## config.mk

```make
export PLATFORM = sky130hd
export DESIGN_NAME = smf_top
export DESIGN_NICKNAME = d
export VERILOG_FILES = /design/src/inc/smf_pkg.sv /design/src/inc/smf_byte_if.sv /design/src/rtl/smf_top.sv /design/src/rtl/smf_buf.sv /design/src/rtl/smf_block.sv
export SDC_FILE = /design/constraint.sdc
export NUM_CORES = 1
export LEC_CHECK = 0
export ABC_AREA = 1
export BUFFER_PORTS_ARGS = -buffer_cell sky130_fd_sc_hd__buf_2
export CAP_MARGIN = 25
export CORE_MARGIN = 10
export CORE_UTILIZATION = 45
export CTS_CLUSTER_SIZE = 24
export DETAILED_ROUTE_END_ITERATION = 12
export SLEW_MARGIN = 20
export SYNTH_ARGS = -nofsm -noshare
export SYNTH_HDL_FRONTEND = slang
export SYNTH_HIERARCHICAL = 1
export SYNTH_SLANG_ARGS = --single-unit
```

## constraint.sdc

```tcl
create_clock -name core_clk -period 3.8 [get_ports core_clk]
set_input_delay 0.38 -clock core_clk [delete_from_list [all_inputs] [get_ports core_clk]]
set_output_delay 0.38 -clock core_clk [all_outputs]
set_load 0.02 [all_outputs]
```

## src/inc/smf_pkg.sv

```systemverilog
// Purpose: Shared constants and types for the speed message formatter
// Assumes: Speeds arrive as five BCD nibbles, thousands down to tenths
// Notes: Nibble values above nine stand for a blank digit
package smf_pkg;
	// Register byte offsets
	localparam logic [7:0] OFS_CTRL = 8'h00;
	localparam logic [7:0] OFS_PERIOD = 8'h04;
	localparam logic [7:0] OFS_POLL = 8'h08;
	localparam logic [7:0] OFS_STATUS = 8'h0c;
	localparam logic [7:0] OFS_SPD0 = 8'h10;
	localparam int NUM_SPD = 5;
	// Speed slots
	localparam int SPD_LIVE = 0;
	localparam int SPD_LOCKED = 1;
	localparam int SPD_PEAK = 2;
	localparam int SPD_HIPEAK = 3;
	localparam int SPD_HIT = 4;
	// Control register fields
	localparam int C_FMT = 0;
	localparam int C_TENTHS = 1;
	localparam int C_PEAK = 2;
	localparam int C_HIT = 3;
	localparam int C_FORK = 4;
	localparam int C_LOCK = 5;
	localparam int C_OUTB = 6;
	localparam int C_XMIT = 7;
	localparam int C_MDROP = 8;
	localparam int C_RUN = 9;
	localparam int C_DIR = 10;
	localparam logic [15:0] CTRL_RST = 16'h0000;
	localparam logic [31:0] PERIOD_RST = 32'h0001_e848;
	localparam logic [19:0] SPD_RST = 20'hfffff;
	// Message bytes
	localparam logic [7:0] B_TYPE_MULTI = 8'h81;
	localparam logic [7:0] B_TYPE_ALL = 8'h88;
	localparam logic [7:0] B_ZERO = 8'h30;
	localparam logic [7:0] B_SPACE = 8'h20;
	localparam logic [7:0] B_CR = 8'h0d;
	localparam logic [7:0] B_ID_STD = 8'h34;
	localparam logic [7:0] B_ID_ALT = 8'h37;
	localparam logic [7:0] B_CNT_ONE = 8'h31;
	localparam logic [1:0] B_ASCII_TOP = 2'b01;
	localparam logic [5:0] B_ALL_STATUS_LOW = 6'b000100;
	localparam logic [3:0] LEN_HDR_MULTI = 4'd15;
	localparam logic [3:0] LEN_HDR_ALL = 4'd7;
	localparam logic [3:0] LEN_BLOCK = 4'd15;
	// Block kinds
	localparam logic [1:0] K_LIVE = 2'd0;
	localparam logic [1:0] K_PEAK = 2'd1;
	localparam logic [1:0] K_HIT = 2'd2;
	localparam logic [1:0] K_NONE = 2'd3;

	typedef enum logic [4:0] {
		SMF_IDLE = 5'h01,
		SMF_HDR = 5'h02,
		SMF_BLK = 5'h04,
		SMF_CR = 5'h08,
		SMF_DRAIN = 5'h10
	} smf_st_t;

	function automatic logic [3:0] smf_nib(input logic [19:0] v, input logic [2:0] i);
		smf_nib = v[i*4 +: 4];
	endfunction : smf_nib

	function automatic logic [7:0] smf_asc(input logic [3:0] n);
		smf_asc = (n < 4'd10) ? (B_ZERO + {4'h0, n}) : B_SPACE;
	endfunction : smf_asc

	// A real thousands digit means the standard layout cannot hold it
	function automatic logic smf_big(input logic [19:0] v);
		smf_big = (v[19:16] != 4'h0) && (v[19:16] < 4'd10);
	endfunction : smf_big
endpackage : smf_pkg

```

## src/inc/smf_byte_if.sv

```systemverilog
// Purpose: Byte stream between the framer and its output buffer
// Assumes: One clock
// Notes: Empty lets the framer see that the buffer has drained
`timescale 1ns/100ps
interface smf_byte_if;
	logic [7:0] data;
	logic valid;
	logic ready;
	logic empty;
	modport src (output data, output valid, input ready, input empty);
	modport snk (input data, input valid, output ready, output empty);
endinterface : smf_byte_if

```

## src/rtl/smf_top.sv

```systemverilog
// Purpose: Frames multi-speed and all-speeds ASCII messages for a serial link
// Assumes: A UART on the same clock takes bytes by valid/ready and flags idle
// Notes: Speeds are BCD nibbles written by software, blank nibble above nine
//
// The address map and strobed register access were decided locally.
`timescale 1ns/100ps
module smf_top (
	input wire logic core_clk,
	input wire logic rst_b,
	input wire logic [7:0] reg_addr,
	input wire logic [31:0] reg_wdata,
	input wire logic reg_wr,
	input wire logic reg_rd,
	output logic [31:0] reg_rdata,
	output logic [7:0] tx_data,
	output logic tx_valid,
	input wire logic tx_ready,
	input wire logic tx_idle,
	output logic busy
);
	typedef struct packed {
		logic [15:0] ctrl;
		logic [31:0] period;
		logic [4:0][19:0] spd;
		logic [15:0] sctl;
		logic [4:0][19:0] sspd;
		smf_pkg::smf_st_t st;
		logic [3:0] idx;
		logic [1:0] kind;
		logic [31:0] cnt;
		logic pend;
		logic busy;
		logic [15:0] msgs;
		logic [31:0] rdata;
	} smf_top_t;

	smf_top_t s_r;
	smf_top_t s_nxt;
	smf_byte_if bif ();

	logic [7:0] blk_byte;
	logic blk_alt;
	logic [19:0] blk_prim;
	logic [19:0] blk_sec;
	logic [7:0] blk_stat;
	logic [7:0] hdr_byte;
	logic [7:0] cfg_b;
	logic [7:0] st_b;
	logic [7:0] cfg_e;
	logic [7:0] st_e;
	logic [7:0] cnt_e;
	logic [3:0] hdr_len;
	logic last_blk;
	logic start;
	logic adv;

	// Next enabled block after the given one, K_NONE when done
	function automatic logic [1:0] next_kind(input logic [1:0] k, input logic pk, input logic ht);
		next_kind = smf_pkg::K_NONE;
		if (k == smf_pkg::K_LIVE && pk) begin
			next_kind = smf_pkg::K_PEAK;
		end else if (k != smf_pkg::K_HIT && ht) begin
			next_kind = smf_pkg::K_HIT;
		end
	endfunction : next_kind

	// Three digits of a multi-speed field; tenths mode drops hundreds
	function automatic logic [7:0] pick3(input logic [19:0] v, input logic tenths, input logic [3:0] j);
		pick3 = smf_pkg::smf_asc(smf_pkg::smf_nib(v, 3'(tenths ? (4'd2 - j) : (4'd3 - j))));
	endfunction : pick3

	always_comb begin
		cfg_b = {smf_pkg::B_ASCII_TOP, s_r.sctl[smf_pkg::C_LOCK], s_r.sctl[smf_pkg::C_OUTB],
			s_r.sctl[smf_pkg::C_FORK], 1'b0, 1'b1, s_r.sctl[smf_pkg::C_XMIT]};
		st_b = {smf_pkg::B_ASCII_TOP, 3'b000, s_r.sctl[smf_pkg::C_PEAK], 2'b00};
		cfg_e = {smf_pkg::B_ASCII_TOP, 1'b0, s_r.sctl[smf_pkg::C_TENTHS], 2'b00,
			s_r.sctl[smf_pkg::C_PEAK], s_r.sctl[smf_pkg::C_FORK]};
		st_e = {smf_pkg::B_ASCII_TOP, smf_pkg::B_ALL_STATUS_LOW};
		cnt_e = smf_pkg::B_CNT_ONE + {7'h00, s_r.sctl[smf_pkg::C_PEAK]} + {7'h00, s_r.sctl[smf_pkg::C_HIT]};
		hdr_len = s_r.sctl[smf_pkg::C_FMT] ? smf_pkg::LEN_HDR_ALL : smf_pkg::LEN_HDR_MULTI;
		hdr_byte = smf_pkg::B_ZERO;
		if (s_r.sctl[smf_pkg::C_FMT]) begin
			case (s_r.idx)
				4'd0: hdr_byte = smf_pkg::B_TYPE_ALL;
				4'd1: hdr_byte = cfg_e;
				4'd2: hdr_byte = st_e;
				4'd6: hdr_byte = cnt_e;
				default: hdr_byte = smf_pkg::B_ZERO;
			endcase
		end else begin
			case (s_r.idx)
				4'd0: hdr_byte = smf_pkg::B_TYPE_MULTI;
				4'd1: hdr_byte = cfg_b;
				4'd2: hdr_byte = st_b;
				4'd6, 4'd7, 4'd8: hdr_byte = pick3(s_r.sspd[smf_pkg::SPD_LOCKED], s_r.sctl[smf_pkg::C_TENTHS],
					s_r.idx - 4'd6);
				4'd9, 4'd10, 4'd11: hdr_byte = pick3(s_r.sspd[smf_pkg::SPD_PEAK], s_r.sctl[smf_pkg::C_TENTHS],
					s_r.idx - 4'd9);
				4'd12, 4'd13, 4'd14: hdr_byte = pick3(s_r.sspd[smf_pkg::SPD_LIVE], s_r.sctl[smf_pkg::C_TENTHS],
					s_r.idx - 4'd12);
				default: hdr_byte = smf_pkg::B_ZERO;
			endcase
		end
	end

	// Speed pair and status for the block being sent
	always_comb begin
		case (s_r.kind)
			smf_pkg::K_LIVE: begin
				blk_prim = s_r.sspd[smf_pkg::SPD_LIVE];
				blk_sec = s_r.sspd[smf_pkg::SPD_LOCKED];
			end
			smf_pkg::K_PEAK: begin
				blk_prim = s_r.sspd[smf_pkg::SPD_PEAK];
				blk_sec = s_r.sspd[smf_pkg::SPD_HIPEAK];
			end
			default: begin
				blk_prim = s_r.sspd[smf_pkg::SPD_HIT];
				blk_sec = smf_pkg::SPD_RST;
			end
		endcase
		blk_stat = {smf_pkg::B_ASCII_TOP, 3'b000, s_r.sctl[smf_pkg::C_DIR + 2*s_r.kind + 1],
			s_r.sctl[smf_pkg::C_DIR + 2*s_r.kind], s_r.sctl[smf_pkg::C_XMIT]};
	end

	smf_block u_block (
		.kind(s_r.kind),
		.idx(s_r.idx),
		.prim(blk_prim),
		.sec(blk_sec),
		.stat(blk_stat),
		.byte_o(blk_byte),
		.alt(blk_alt)
	);

	always_comb begin
		bif.valid = (s_r.st == smf_pkg::SMF_HDR) || (s_r.st == smf_pkg::SMF_BLK) || (s_r.st == smf_pkg::SMF_CR);
		case (s_r.st)
			smf_pkg::SMF_HDR: bif.data = hdr_byte;
			smf_pkg::SMF_BLK: bif.data = blk_byte;
			default: bif.data = smf_pkg::B_CR;
		endcase
	end

	smf_buf u_buf (
		.core_clk(core_clk),
		.rst_b(rst_b),
		.in_if(bif),
		.out_data(tx_data),
		.out_valid(tx_valid),
		.out_ready(tx_ready)
	);

	always_comb begin
		s_nxt = s_r;
		adv = bif.valid && bif.ready;
		last_blk = next_kind(s_r.kind, s_r.sctl[smf_pkg::C_PEAK], s_r.sctl[smf_pkg::C_HIT]) == smf_pkg::K_NONE;
		// Period runs down and parks at zero until the framer is free
		if (s_r.cnt != 32'h0) begin
			s_nxt.cnt = s_r.cnt - 32'h1;
		end
		start = (s_r.st == smf_pkg::SMF_IDLE) && (s_r.ctrl[smf_pkg::C_MDROP] ? s_r.pend
			: (s_r.ctrl[smf_pkg::C_RUN] && s_r.cnt == 32'h0));
		case (s_r.st)
			smf_pkg::SMF_IDLE: begin
				if (start) begin
					// Snapshot keeps the message coherent while software updates
					s_nxt.sctl = s_r.ctrl;
					s_nxt.sspd = s_r.spd;
					s_nxt.idx = 4'd0;
					s_nxt.kind = smf_pkg::K_LIVE;
					s_nxt.st = smf_pkg::SMF_HDR;
					s_nxt.pend = 1'b0;
					s_nxt.cnt = s_r.period;
				end
			end
			smf_pkg::SMF_HDR: begin
				if (adv) begin
					s_nxt.idx = s_r.idx + 4'd1;
					if (s_r.idx == hdr_len - 4'd1) begin
						s_nxt.idx = 4'd0;
						s_nxt.st = s_r.sctl[smf_pkg::C_FMT] ? smf_pkg::SMF_BLK : smf_pkg::SMF_CR;
					end
				end
			end
			smf_pkg::SMF_BLK: begin
				if (adv) begin
					s_nxt.idx = s_r.idx + 4'd1;
					if (s_r.idx == smf_pkg::LEN_BLOCK - 4'd1) begin
						s_nxt.idx = 4'd0;
						s_nxt.kind = next_kind(s_r.kind, s_r.sctl[smf_pkg::C_PEAK], s_r.sctl[smf_pkg::C_HIT]);
						s_nxt.st = last_blk ? smf_pkg::SMF_CR : smf_pkg::SMF_BLK;
					end
				end
			end
			smf_pkg::SMF_CR: begin
				if (adv) begin
					s_nxt.st = smf_pkg::SMF_DRAIN;
				end
			end
			smf_pkg::SMF_DRAIN: begin
				if (bif.empty && !tx_valid && tx_idle) begin
					s_nxt.st = smf_pkg::SMF_IDLE;
					s_nxt.msgs = s_r.msgs + 16'h1;
				end
			end
			default: s_nxt.st = smf_pkg::SMF_IDLE;
		endcase
		s_nxt.busy = (s_nxt.st != smf_pkg::SMF_IDLE);
		if (reg_wr) begin
			case (reg_addr)
				smf_pkg::OFS_CTRL: s_nxt.ctrl = reg_wdata[15:0];
				smf_pkg::OFS_PERIOD: s_nxt.period = reg_wdata;
				smf_pkg::OFS_POLL: s_nxt.pend = 1'b1;
				default: begin
					for (int i = 0; i < smf_pkg::NUM_SPD; i++) begin
						if (reg_addr == smf_pkg::OFS_SPD0 + 8'(4*i)) begin
							s_nxt.spd[i] = reg_wdata[19:0];
						end
					end
				end
			endcase
		end
		s_nxt.rdata = 32'h0;
		if (reg_rd) begin
			case (reg_addr)
				smf_pkg::OFS_CTRL: s_nxt.rdata = {16'h0, s_r.ctrl};
				smf_pkg::OFS_PERIOD: s_nxt.rdata = s_r.period;
				smf_pkg::OFS_STATUS: s_nxt.rdata = {s_r.msgs, 14'h0, s_r.pend, s_r.busy};
				default: begin
					for (int i = 0; i < smf_pkg::NUM_SPD; i++) begin
						if (reg_addr == smf_pkg::OFS_SPD0 + 8'(4*i)) begin
							s_nxt.rdata = {12'h0, s_r.spd[i]};
						end
					end
				end
			endcase
		end
	end

	always_ff @(posedge core_clk) begin
		if (!rst_b) begin
			s_r <= '0;
			s_r.ctrl <= smf_pkg::CTRL_RST;
			s_r.period <= smf_pkg::PERIOD_RST;
			s_r.spd <= {smf_pkg::NUM_SPD{smf_pkg::SPD_RST}};
			s_r.sspd <= {smf_pkg::NUM_SPD{smf_pkg::SPD_RST}};
			s_r.st <= smf_pkg::SMF_IDLE;
		end else begin
			s_r <= s_nxt;
		end
	end

	assign reg_rdata = s_r.rdata;
	assign busy = s_r.busy;

	property p_type_all;
		@(posedge core_clk) disable iff (!rst_b)
		s_r.st == smf_pkg::SMF_HDR && s_r.sctl[smf_pkg::C_FMT] && s_r.idx == 4'd0 |-> bif.data == 8'h88;
	endproperty
	a_type_all: assert property (p_type_all) else $error("all-speeds type byte wrong");

	property p_cfg_multi;
		@(posedge core_clk) disable iff (!rst_b)
		s_r.st == smf_pkg::SMF_HDR && !s_r.sctl[smf_pkg::C_FMT] && s_r.idx == 4'd1
		|-> bif.data[7:6] == 2'b01 && bif.data[2:1] == 2'b01 && bif.data[0] == s_r.sctl[smf_pkg::C_XMIT];
	endproperty
	a_cfg_multi: assert property (p_cfg_multi) else $error("multi config fixed bits wrong");

	property p_cfg_flags;
		@(posedge core_clk) disable iff (!rst_b)
		s_r.st == smf_pkg::SMF_HDR && !s_r.sctl[smf_pkg::C_FMT] && s_r.idx == 4'd1
		|-> bif.data[5:3] == {s_r.sctl[smf_pkg::C_LOCK], s_r.sctl[smf_pkg::C_OUTB], s_r.sctl[smf_pkg::C_FORK]};
	endproperty
	a_cfg_flags: assert property (p_cfg_flags) else $error("multi config flags wrong");

	property p_st_multi;
		@(posedge core_clk) disable iff (!rst_b)
		s_r.st == smf_pkg::SMF_HDR && !s_r.sctl[smf_pkg::C_FMT] && s_r.idx == 4'd2
		|-> bif.data == (8'h40 | (s_r.sctl[smf_pkg::C_PEAK] ? 8'h04 : 8'h00));
	endproperty
	a_st_multi: assert property (p_st_multi) else $error("multi status byte wrong");

	property p_cfg_all;
		@(posedge core_clk) disable iff (!rst_b)
		s_r.st == smf_pkg::SMF_HDR && s_r.sctl[smf_pkg::C_FMT] && s_r.idx inside {4'd1, 4'd2}
		|-> bif.data[7:6] == 2'b01 && (s_r.idx == 4'd2 ? bif.data[5:0] == 6'h04 : bif.data[5] == 1'b0);
	endproperty
	a_cfg_all: assert property (p_cfg_all) else $error("all-speeds config or status wrong");

	property p_block_id;
		@(posedge core_clk) disable iff (!rst_b)
		s_r.st == smf_pkg::SMF_BLK && s_r.idx == 4'd0
		|-> bif.data == (blk_alt ? 8'h37 : 8'h34) + {6'h00, s_r.kind};
	endproperty
	a_block_id: assert property (p_block_id) else $error("speed block id wrong");

	property p_hit_gated;
		@(posedge core_clk) disable iff (!rst_b)
		s_r.st == smf_pkg::SMF_BLK && s_r.kind == smf_pkg::K_HIT |-> s_r.sctl[smf_pkg::C_HIT];
	endproperty
	a_hit_gated: assert property (p_hit_gated) else $error("hit block without enable");

	property p_end_cr;
		@(posedge core_clk) disable iff (!rst_b)
		s_r.st == smf_pkg::SMF_BLK && s_r.idx == 4'd14 && adv && last_blk
		|=> s_r.st == smf_pkg::SMF_CR && bif.data == 8'h0d;
	endproperty
	a_end_cr: assert property (p_end_cr) else $error("carriage return missing after last block");

	property p_drained;
		@(posedge core_clk) disable iff (!rst_b)
		$rose(s_r.st == smf_pkg::SMF_HDR) |-> $past(tx_idle) && $past(bif.empty) && !tx_valid;
	endproperty
	a_drained: assert property (p_drained) else $error("message started before previous drained");

	property p_poll_only;
		@(posedge core_clk) disable iff (!rst_b)
		s_r.st == smf_pkg::SMF_IDLE && s_r.ctrl[smf_pkg::C_MDROP] && !s_r.pend |=> s_r.st == smf_pkg::SMF_IDLE;
	endproperty
	a_poll_only: assert property (p_poll_only) else $error("multidrop message without poll");
endmodule : smf_top

```

## src/rtl/smf_buf.sv

```systemverilog
// Purpose: Two-entry byte buffer ahead of the serial transmitter
// Assumes: Same clock on both sides
// Notes: Output valid and data come straight from flops
`timescale 1ns/100ps
module smf_buf (
	input wire logic core_clk,
	input wire logic rst_b,
	smf_byte_if.snk in_if,
	output logic [7:0] out_data,
	output logic out_valid,
	input wire logic out_ready
);
	typedef struct packed {
		logic [1:0][7:0] mem;
		logic wp;
		logic rp;
		logic [1:0] cnt;
		logic vld;
		logic [7:0] dat;
	} smf_buf_t;

	smf_buf_t s_r;
	smf_buf_t s_nxt;
	logic push;
	logic pop;

	always_comb begin
		s_nxt = s_r;
		push = in_if.valid && (s_r.cnt != 2'd2);
		pop = s_r.vld && out_ready;
		if (push) begin
			s_nxt.mem[s_r.wp] = in_if.data;
			s_nxt.wp = ~s_r.wp;
		end
		if (pop) begin
			s_nxt.rp = ~s_r.rp;
		end
		s_nxt.cnt = s_r.cnt + {1'b0, push} - {1'b0, pop};
		s_nxt.vld = (s_nxt.cnt != 2'd0);
		s_nxt.dat = s_nxt.mem[s_nxt.rp];
	end

	always_ff @(posedge core_clk) begin
		if (!rst_b) begin
			s_r <= '0;
		end else begin
			s_r <= s_nxt;
		end
	end

	assign in_if.ready = (s_r.cnt != 2'd2);
	assign in_if.empty = (s_r.cnt == 2'd0);
	assign out_data = s_r.dat;
	assign out_valid = s_r.vld;
endmodule : smf_buf

```

## src/rtl/smf_block.sv

```systemverilog
// Purpose: Byte of one fifteen-byte speed block, standard or alternate
// Assumes: Index 0 to 14, kind live, peak or hit
// Notes: Purely combinational
`timescale 1ns/100ps
module smf_block (
	input wire logic [1:0] kind,
	input wire logic [3:0] idx,
	input wire logic [19:0] prim,
	input wire logic [19:0] sec,
	input wire logic [7:0] stat,
	output logic [7:0] byte_o,
	output logic alt
);
	logic hit;

	always_comb begin
		hit = (kind == smf_pkg::K_HIT);
		// Layout chosen per block from its own speeds
		alt = smf_pkg::smf_big(prim) || (!hit && smf_pkg::smf_big(sec));
		byte_o = smf_pkg::B_SPACE;
		if (idx == 4'd0) begin
			byte_o = (alt ? smf_pkg::B_ID_ALT : smf_pkg::B_ID_STD) + {6'h00, kind};
		end else if (idx == 4'd1) begin
			byte_o = stat;
		end else if (!alt) begin
			if (idx <= 4'd5) begin
				byte_o = smf_pkg::smf_asc(smf_pkg::smf_nib(prim, 3'(4'd5 - idx)));
			end else if (idx <= 4'd9) begin
				byte_o = hit ? smf_pkg::B_SPACE : smf_pkg::smf_asc(smf_pkg::smf_nib(sec, 3'(4'd9 - idx)));
			end
		end else begin
			if (idx <= 4'd6) begin
				byte_o = smf_pkg::smf_asc(smf_pkg::smf_nib(prim, 3'(4'd6 - idx)));
			end else if (idx <= 4'd11) begin
				byte_o = hit ? smf_pkg::B_SPACE : smf_pkg::smf_asc(smf_pkg::smf_nib(sec, 3'(4'd11 - idx)));
			end
		end
	end
endmodule : smf_block

```

### Yosys cells after proc, flatten, opt, wreduce, memory -nomap -nowiden

Cells that the tools add are included.

| operators by class | value |
|---|---|
| $lt $le $gt $ge | 18 |
| $add $sub $neg | 31 |
| eq/ne operators | 35 |
| reductions and logical operators | 44 |
| shifts and indexed selects | 7 |
| mux-type cells | 63 |
| bitwise operators | 3 |

Operators with widths:

| operator | number |
|---|---|
| 20-bit by 6-bit variable part select with 4-bit output | 7 |
| 8-bit two-way mux | 17 |
| 32-bit two-way mux | 4 |
| 32-bit one-hot mux with 3 select lines | 1 |
| 20-bit one-hot mux with 2 select lines | 2 |
| 6-bit by 4-bit adder with 7-bit output (first input constant) | 7 |
| 8-bit one-hot mux with 6 select lines | 1 |
| 44-bit two-way mux | 1 |
| 20-bit two-way mux | 2 |
| 4-bit less-than comparator (second input constant) | 9 |
| 33-bit two-way mux | 1 |
| 32-bit by 1-bit adder with 32-bit output (second input constant) | 1 |
| 8-bit by 5-bit == test with 1-bit output (second input constant) | 4 |
| 32-bit logical NOT | 1 |
| 32-bit by 5-bit less-than comparator with 1-bit output (second input constant) | 1 |
| 8-bit one-hot mux with 4 select lines | 1 |
| 32-bit nonzero test | 1 |
| 32-bit by 1-bit subtractor with 32-bit output (second input constant) | 1 |
| 4-bit == test (second input constant) | 7 |
| 5-bit one-hot mux with 5 select lines | 1 |
| 11-bit two-way mux | 2 |
| 7-bit two-way mux | 3 |
| 2-bit by 3-bit subtractor with 3-bit output (first input constant) | 7 |
| 9-bit two-way mux | 2 |
| 61 further kinds | 117 |

| word-level totals | value |
|---|---|
| input port bits | 46 |
| logic and storage cells | 229 |
| register bits after elaboration | 386 |
| output and inout bits | 42 |

### Logic depth before layout (Yosys ltp)

| logic depth | value |
|---|---|
| depth after elaboration | 16 |
| depth in mapped cells | 30 |

### Modules after synthesis

The synthesis kept the hierarchy.

By module, submodules not included:

| module | area an instance (µm²) | times used | cells each |
|---|---|---|---|
| smf_top | 16682.2 | 1 | 2418 |
| smf_buf | 1423.9 | 1 | 211 |
| smf_block | 1405.1 | 1 | 284 |

### Worst setup path before layout

No wires, ideal clock.

| path | value |
|---|---|
| path type | register to register |
| start point | register s_r[82] (netlist name) |
| end point | register u_buf.s_r (netlist bit u_buf/out_data[2]) |
| stages on the path, launching flop included | 26 |
| arrival time | 3.520 ns |
| buffers on the path | 2 |
| required time | 3.742 ns |
| setup time | 0.058 ns |
| setup slack | 0.222 ns |
| cells stage by stage | dfxtp_1 inv_1 ha_1 clkbuf_1 nor2_1 clkbuf_1 a22oi_1 o21ai_0 o21ai_0 o31ai_1 nand2_1 ha_1 fa_1 nor2_1 inv_1 nand2_1 nand2_1 nand2_1 inv_1 nand2_1 nand2_1 nand2_1 nand2_1 nand2_1 nand2_1 nand2_1 |

| on the way | value |
|---|---|
| elaborated cells on any way between the ends | 50 |

RTL lines:

| item | line | source |
|---|---|---|
| from (decl) | smf_top.sv:37 | `smf_top_t s_r;` |
| from (signal assigned) | smf_top.sv:250 | `s_r <= s_nxt;` |
| 2-bit by 1-bit == test with 1-bit output / 2-bit logical NOT (equally long branches) | smf_top.sv:108 | `case (s_r.kind)` |
| 20-bit one-hot mux with 2 select lines * | smf_top.sv:108 |  |
| via blk_prim[19] | smf_top.sv:43 | `logic [19:0] blk_prim;` |
| 4-bit less-than comparator / 4-bit nonzero test (equally long branches) | smf_pkg.sv:71 | `smf_big = (v[19:16] != 4'h0) && (v[19:16] < 4'd10);` |
| 1-bit logical AND * | smf_pkg.sv:71 |  |
| 1-bit logical OR * | smf_block.sv:19 | `alt = smf_pkg::smf_big(prim) \|\| (!hit && smf_pkg::smf_big(sec));` |
| via blk_alt | smf_top.sv:42 | `logic blk_alt;` |
| 2-bit two-way mux / 8-bit two-way mux (equally long branches) | smf_block.sv:22, smf_block.sv:25 |  |
| 8-bit by 2-bit adder with 8-bit output / 8-bit two-way mux (equally long branches) | smf_block.sv:22, smf_block.sv:23 |  |
| 8-bit two-way mux * | smf_block.sv:21 | `if (idx == 4'd0) begin` |
| via blk_byte[2] | smf_top.sv:41 | `logic [7:0] blk_byte;` |
| 8-bit one-hot mux with 2 select lines * | smf_top.sv:138 | `case (s_r.st)` |
| via bif.data[2] | smf_byte_if.sv:6 | `logic [7:0] data;` |
| 16-bit bitwise mux * | smf_buf.sv:32 | `s_nxt.mem[s_r.wp] = in_if.data;` |
| 17-bit two-way mux * | smf_buf.sv:31 | `if (push) begin` |
| 8-bit two-way mux (not written as such) * (2 in series) | smf_buf.sv:40 | `s_nxt.dat = s_nxt.mem[s_nxt.rp];` |
| to (signal assigned) | smf_buf.sv:47 | `s_r <= s_nxt;` |
| to (decl) | smf_buf.sv:22 | `smf_buf_t s_r;` |

The timed path passes the listed nets; every way through them passes the cells marked *. The select of a mux whose other input is x is not followed.
A chain may end at the register's enable or synchronous reset.

### Worst setup path in the final report

Ends and elaborated chain as after synthesis.

==> impl_metrics.py <==
metrics = {
    "status": {
        "status": "complete, no violations",
    },
    "sta": {
        "fin_skew_ps": 26.7,
        "finalWorstSetupSlack_ps": 351,
        "rsz0062_at_grt": "no",
        "setup_viol": 0,
        "min_period_ps": 3450,
        "slew_headroom_pct": 34.6,
        "fmaxAchievable_mhz": 290,
        "fin_crit_sh_pct": 90.8,
        "tns_ps": 0,
        "worst_pin_slew_ps": 981,
        "worst_hold_slack_ps": 34.9,
        "slew_violations": 0,
        "hold_violations": 0,
    },
    "synth": {
        "ys_seq_elements": 386,
        "synth_area_leader_cell": "dfxtp_1",
        "ys.flop_type": "dfxtp_1",
        "synth_top_cell_area_share_pct": 39.6,
        "synthAdderAreaFrac_pct": 1.45,
        "synth_top_family_by_area": "simple AND/OR/NAND/NOR gates",
        "synth_seq_area_share_pct": 39.6,
        "synth-xor-area-share_pct": 0.988,
        "syn_avg_cell_area_um2": 6.70,
        "synthMuxAreaShare_pct": 0,
        "synth_cell_types": 60,
        "synthTopCellsByArea": "dfxtp_1 40%, nand2_1 19%, nand3_1 9.1%, o21ai_0 3.9%, nor2_1 3.8%",
        "syn_area_mm2": 0.0195,
        "async_flop_share_pct": 0,
        "synth_warnings": 6,
        "synth_edf_count": 0,
        "synth_cells": 2913,
        "synthSimpleGateAreaFrac_pct": 36.1,
        "synth_compound_area_share_pct": 12.4,
    },
    "detailed_routing": {
        "via_per_inst": 5.63,
        "vias": 19800,
        "first_pass_iters": 6,
        "drc": 0,
        "finalWirelength_mm": 71.4,
        "post_drt_wl_per_cell_um": 20.3,
        "dr.first_iter.drc_count": 2495,
        "ant_nets": 0,
    },
    "floorplan": {
        "die_y_um": 228,
        "num_rows": 76,
        "dieWidth_um": 228,
        "core_mm2": 0.0430,
        "start_util_pct": 45.4,
        "dieArea_mm2": 0.0521,
        "io_pins": 88,
    },
    "clock_tree": {
        "clkSlewWorstSetupHoldPaths_ps": 60,
        "htree_num_levels": 2,
        "root_buffer": "clkbuf_16",
        "cts_sinks": 386,
        "numCtsBuffers": 43,
        "insertion_delay_ps": 580,
        "cts_tree": "yes",
        "clk_path_buf_depth": 3,
    },
    "cells_and_area": {
        "multiInputGateArea_mm2": 0.00995,
        "nets": 2970,
        "seqCellArea_mm2": 0.00773,
        "area_growth_pct": 9.65,
        "final_cell_area_mm2": 0.0214,
        "nFillCells": 4473,
        "drive_above_1_share_pct": 9.23,
        "final_util_pct": 49.8,
        "finalNonFillerCells": 3510,
        "diodes": 0,
    },
    "power": {
        "power_leakage_nw": 10.2,
        "ir_drop_uv": 357,
        "finalPower_mw": 10.4,
        "cellPowerDensity_mw_per_mm2": 487,
    },
    "run": {
        "cap_viol_max_count": 0,
    },
    "hold_path": {
        "hold_path_class": "in2reg",
    },
    "placed_design": {
        "io_buffer_count": 87,
        "dpl_cell_area_mm2": 0.0200,
        "gp_congestion": 0.959,
        "dp_hpwl_mm": 51.7,
        "place_inst": 3441,
        "dpl_worst_slack_ps": 267,
    },
    "critical_path": {
        "start_kind": "register",
        "critical_path_class": "reg2reg",
        "worstPathMaxFanout": 10,
        "worstSetupEndpointType": "register",
        "crit_arrival_ps": 3950,
        "critPathRequiredTime_ps": 4300,
    },
    "grt": {
        "grt_pass1_vias": 18200,
        "grt_overflow": 0,
        "grt_pass1_wl_mm": 110,
        "grt_max_degree": 188,
        "groute.usage.overall_pct": 26.5,
        "antenna_found_initial": 2,
    },
}
path summary, 6_finish.rpt:
check,from,slack (ps),end,cells past startpoint
max reg2reg,s_r[82],350,u_buf/out_data[2],23
min,reg_wdata[29],30,s_r[338],3
max,s_r[82],350,u_buf/out_data[2],23
min reg2reg,s_r[47],460,s_r[47],2
per-layer routing:
metal / global-route usage (%) / routed length, um / vias up / part of all wire (%)
met5: 0 / 26 / - / 0.036
met1: 38.6 / 32500 / 9389 / 46
li1: - / - / 9430 / -
met4: 6.64 / 1630 / 4 / 2.3
met3: 4.47 / 6560 / 92 / 9.2
met2: 39.6 / 30700 / 847 / 43
critical path, cell delays in order (launching register included):
cell and delay [ps]:
dfxtp_1 330, inv_1 90, ha_1 200, buf_4 170, clkinv_1 260, o211ai_1 430
o21ai_0 150, o31ai_1 110, nand2_1 130, ha_1 210, fa_1 360, nor2_1 160
inv_1 60, nand2_1 60, nand2_1 50, nand2_1 70, inv_1 40, nand2_1 80
nand2_1 50, nand2_1 100, nand2_1 70, nand2_1 100, nand2_1 50, nand2_1 70
report_power, final:
part	total (mW)	internal, mW	switching, mW	leakage (nW)
combinational	1.93	0.666	1.27	6.37
sequential	4.37	4.20	0.161	3.12
clock	4.13	2.44	1.69	0.664
total	10.4	7.31	3.11	10.2
cells by family (layout without fill, tap and decap cells):
| logic type | after synthesis | after routing |
|---|---|---|
| simple gates | 1673 | 1673 |
| compound gates | 408 | 408 |
| buf+inv | 400 | 409 |
| flops | 386 | 386 |
| fa+ha+maj | 22 | 22 |
| xor+xnor | 22 | 22 |
| other cells | 2 | 5 |
registers in the layout, indices dropped and copies added, names as in the netlist:
register and count:
busy 1, u_buf/s_r 20, cfg_e 2, reg_rdata 32, u_buf/out_data 8, u_buf/out_valid 1, s_r 318, cfg_b 3
blk_stat 1
area by class of cell:
| type | count | area share (%) |
|---|---|---|
| Timing Repair Buffer | 128 | 3.76 |
| Inverter | 213 | 3.76 |
| Clock inverter | 8 | 0.667 |
| Clock buffer | 60 | 5.75 |
| Multi-Input combinational cell | 2130 | 46.5 |
| Sequential cell | 386 | 36.1 |
| Tap cell | 585 | 3.42 |
layout by cell type, fill, tap and decap left out, types with 3 or more instances in the layout:
master / count
nand2_1: 1012
dfxtp_1: 386
nand3_1: 353
inv_1: 194
nor2_1: 194
o21ai_0: 151
a21oi_1: 121
buf_2: 86
clkbuf_16: 43
o211ai_1: 41
buf_4: 36
nand4_1: 31
ha_1: 21
a31oi_1: 19
nor2_2: 18
nor3_1: 18
a22oi_1: 16
nand2_2: 16
xor2_1: 12
inv_2: 11
xnor2_1: 10
a21oi_2: 10
clkbuf_8: 10
clkbuf_1: 8
o21ai_1: 7
nor4_1: 7
clkinv_1: 6
o21ai_2: 6
o22ai_1: 5
nand3_2: 5
o221ai_1: 5
conb_1: 5
or2_1: 4
nor3b_1: 4
o31ai_1: 3
o21a_1: 3
nor2_4: 3
a221oi_1: 3
bufinv_16: 3
buf_12: 3
synth_stat cells, types with 3 or more instances:
master,n
a21oi_2,10
clkinv_1,6
nand3_2,5
or2_1,4
ha_1,21
buf_1,5
a22oi_1,16
xnor2_1,10
nor2_4,3
o21ai_1,7
o31ai_1,3
nand3_1,353
nand2_1,1012
buf_2,24
o22ai_1,5
a31oi_1,19
dfxtp_1,386
o21a_1,3
nor3_1,18
nor2_1,196
nor2_2,16
inv_2,12
nand4_1,31
buf_4,56
o221ai_1,5
o21ai_0,151
a221oi_1,3
inv_1,194
nor4_1,7
buf_6,10
o21ai_2,6
clkbuf_1,90
xor2_1,12
o211ai_1,41
a21oi_1,121
nand2_2,16
nor3b_1,4
what timing repair did:
| action | 4_1_cts | 5_1_grt |
|---|---|---|
| hold buffers | 0 | 0 |
| buffers inserted | 0 | 0 |
| endpoints found under the hold margin | 0 | 0 |
| setup endpoints to repair | 0 | 7 |
| resized for setup | 0 | 1 |
Note: power is estimated with default switching activity, not from simulation.
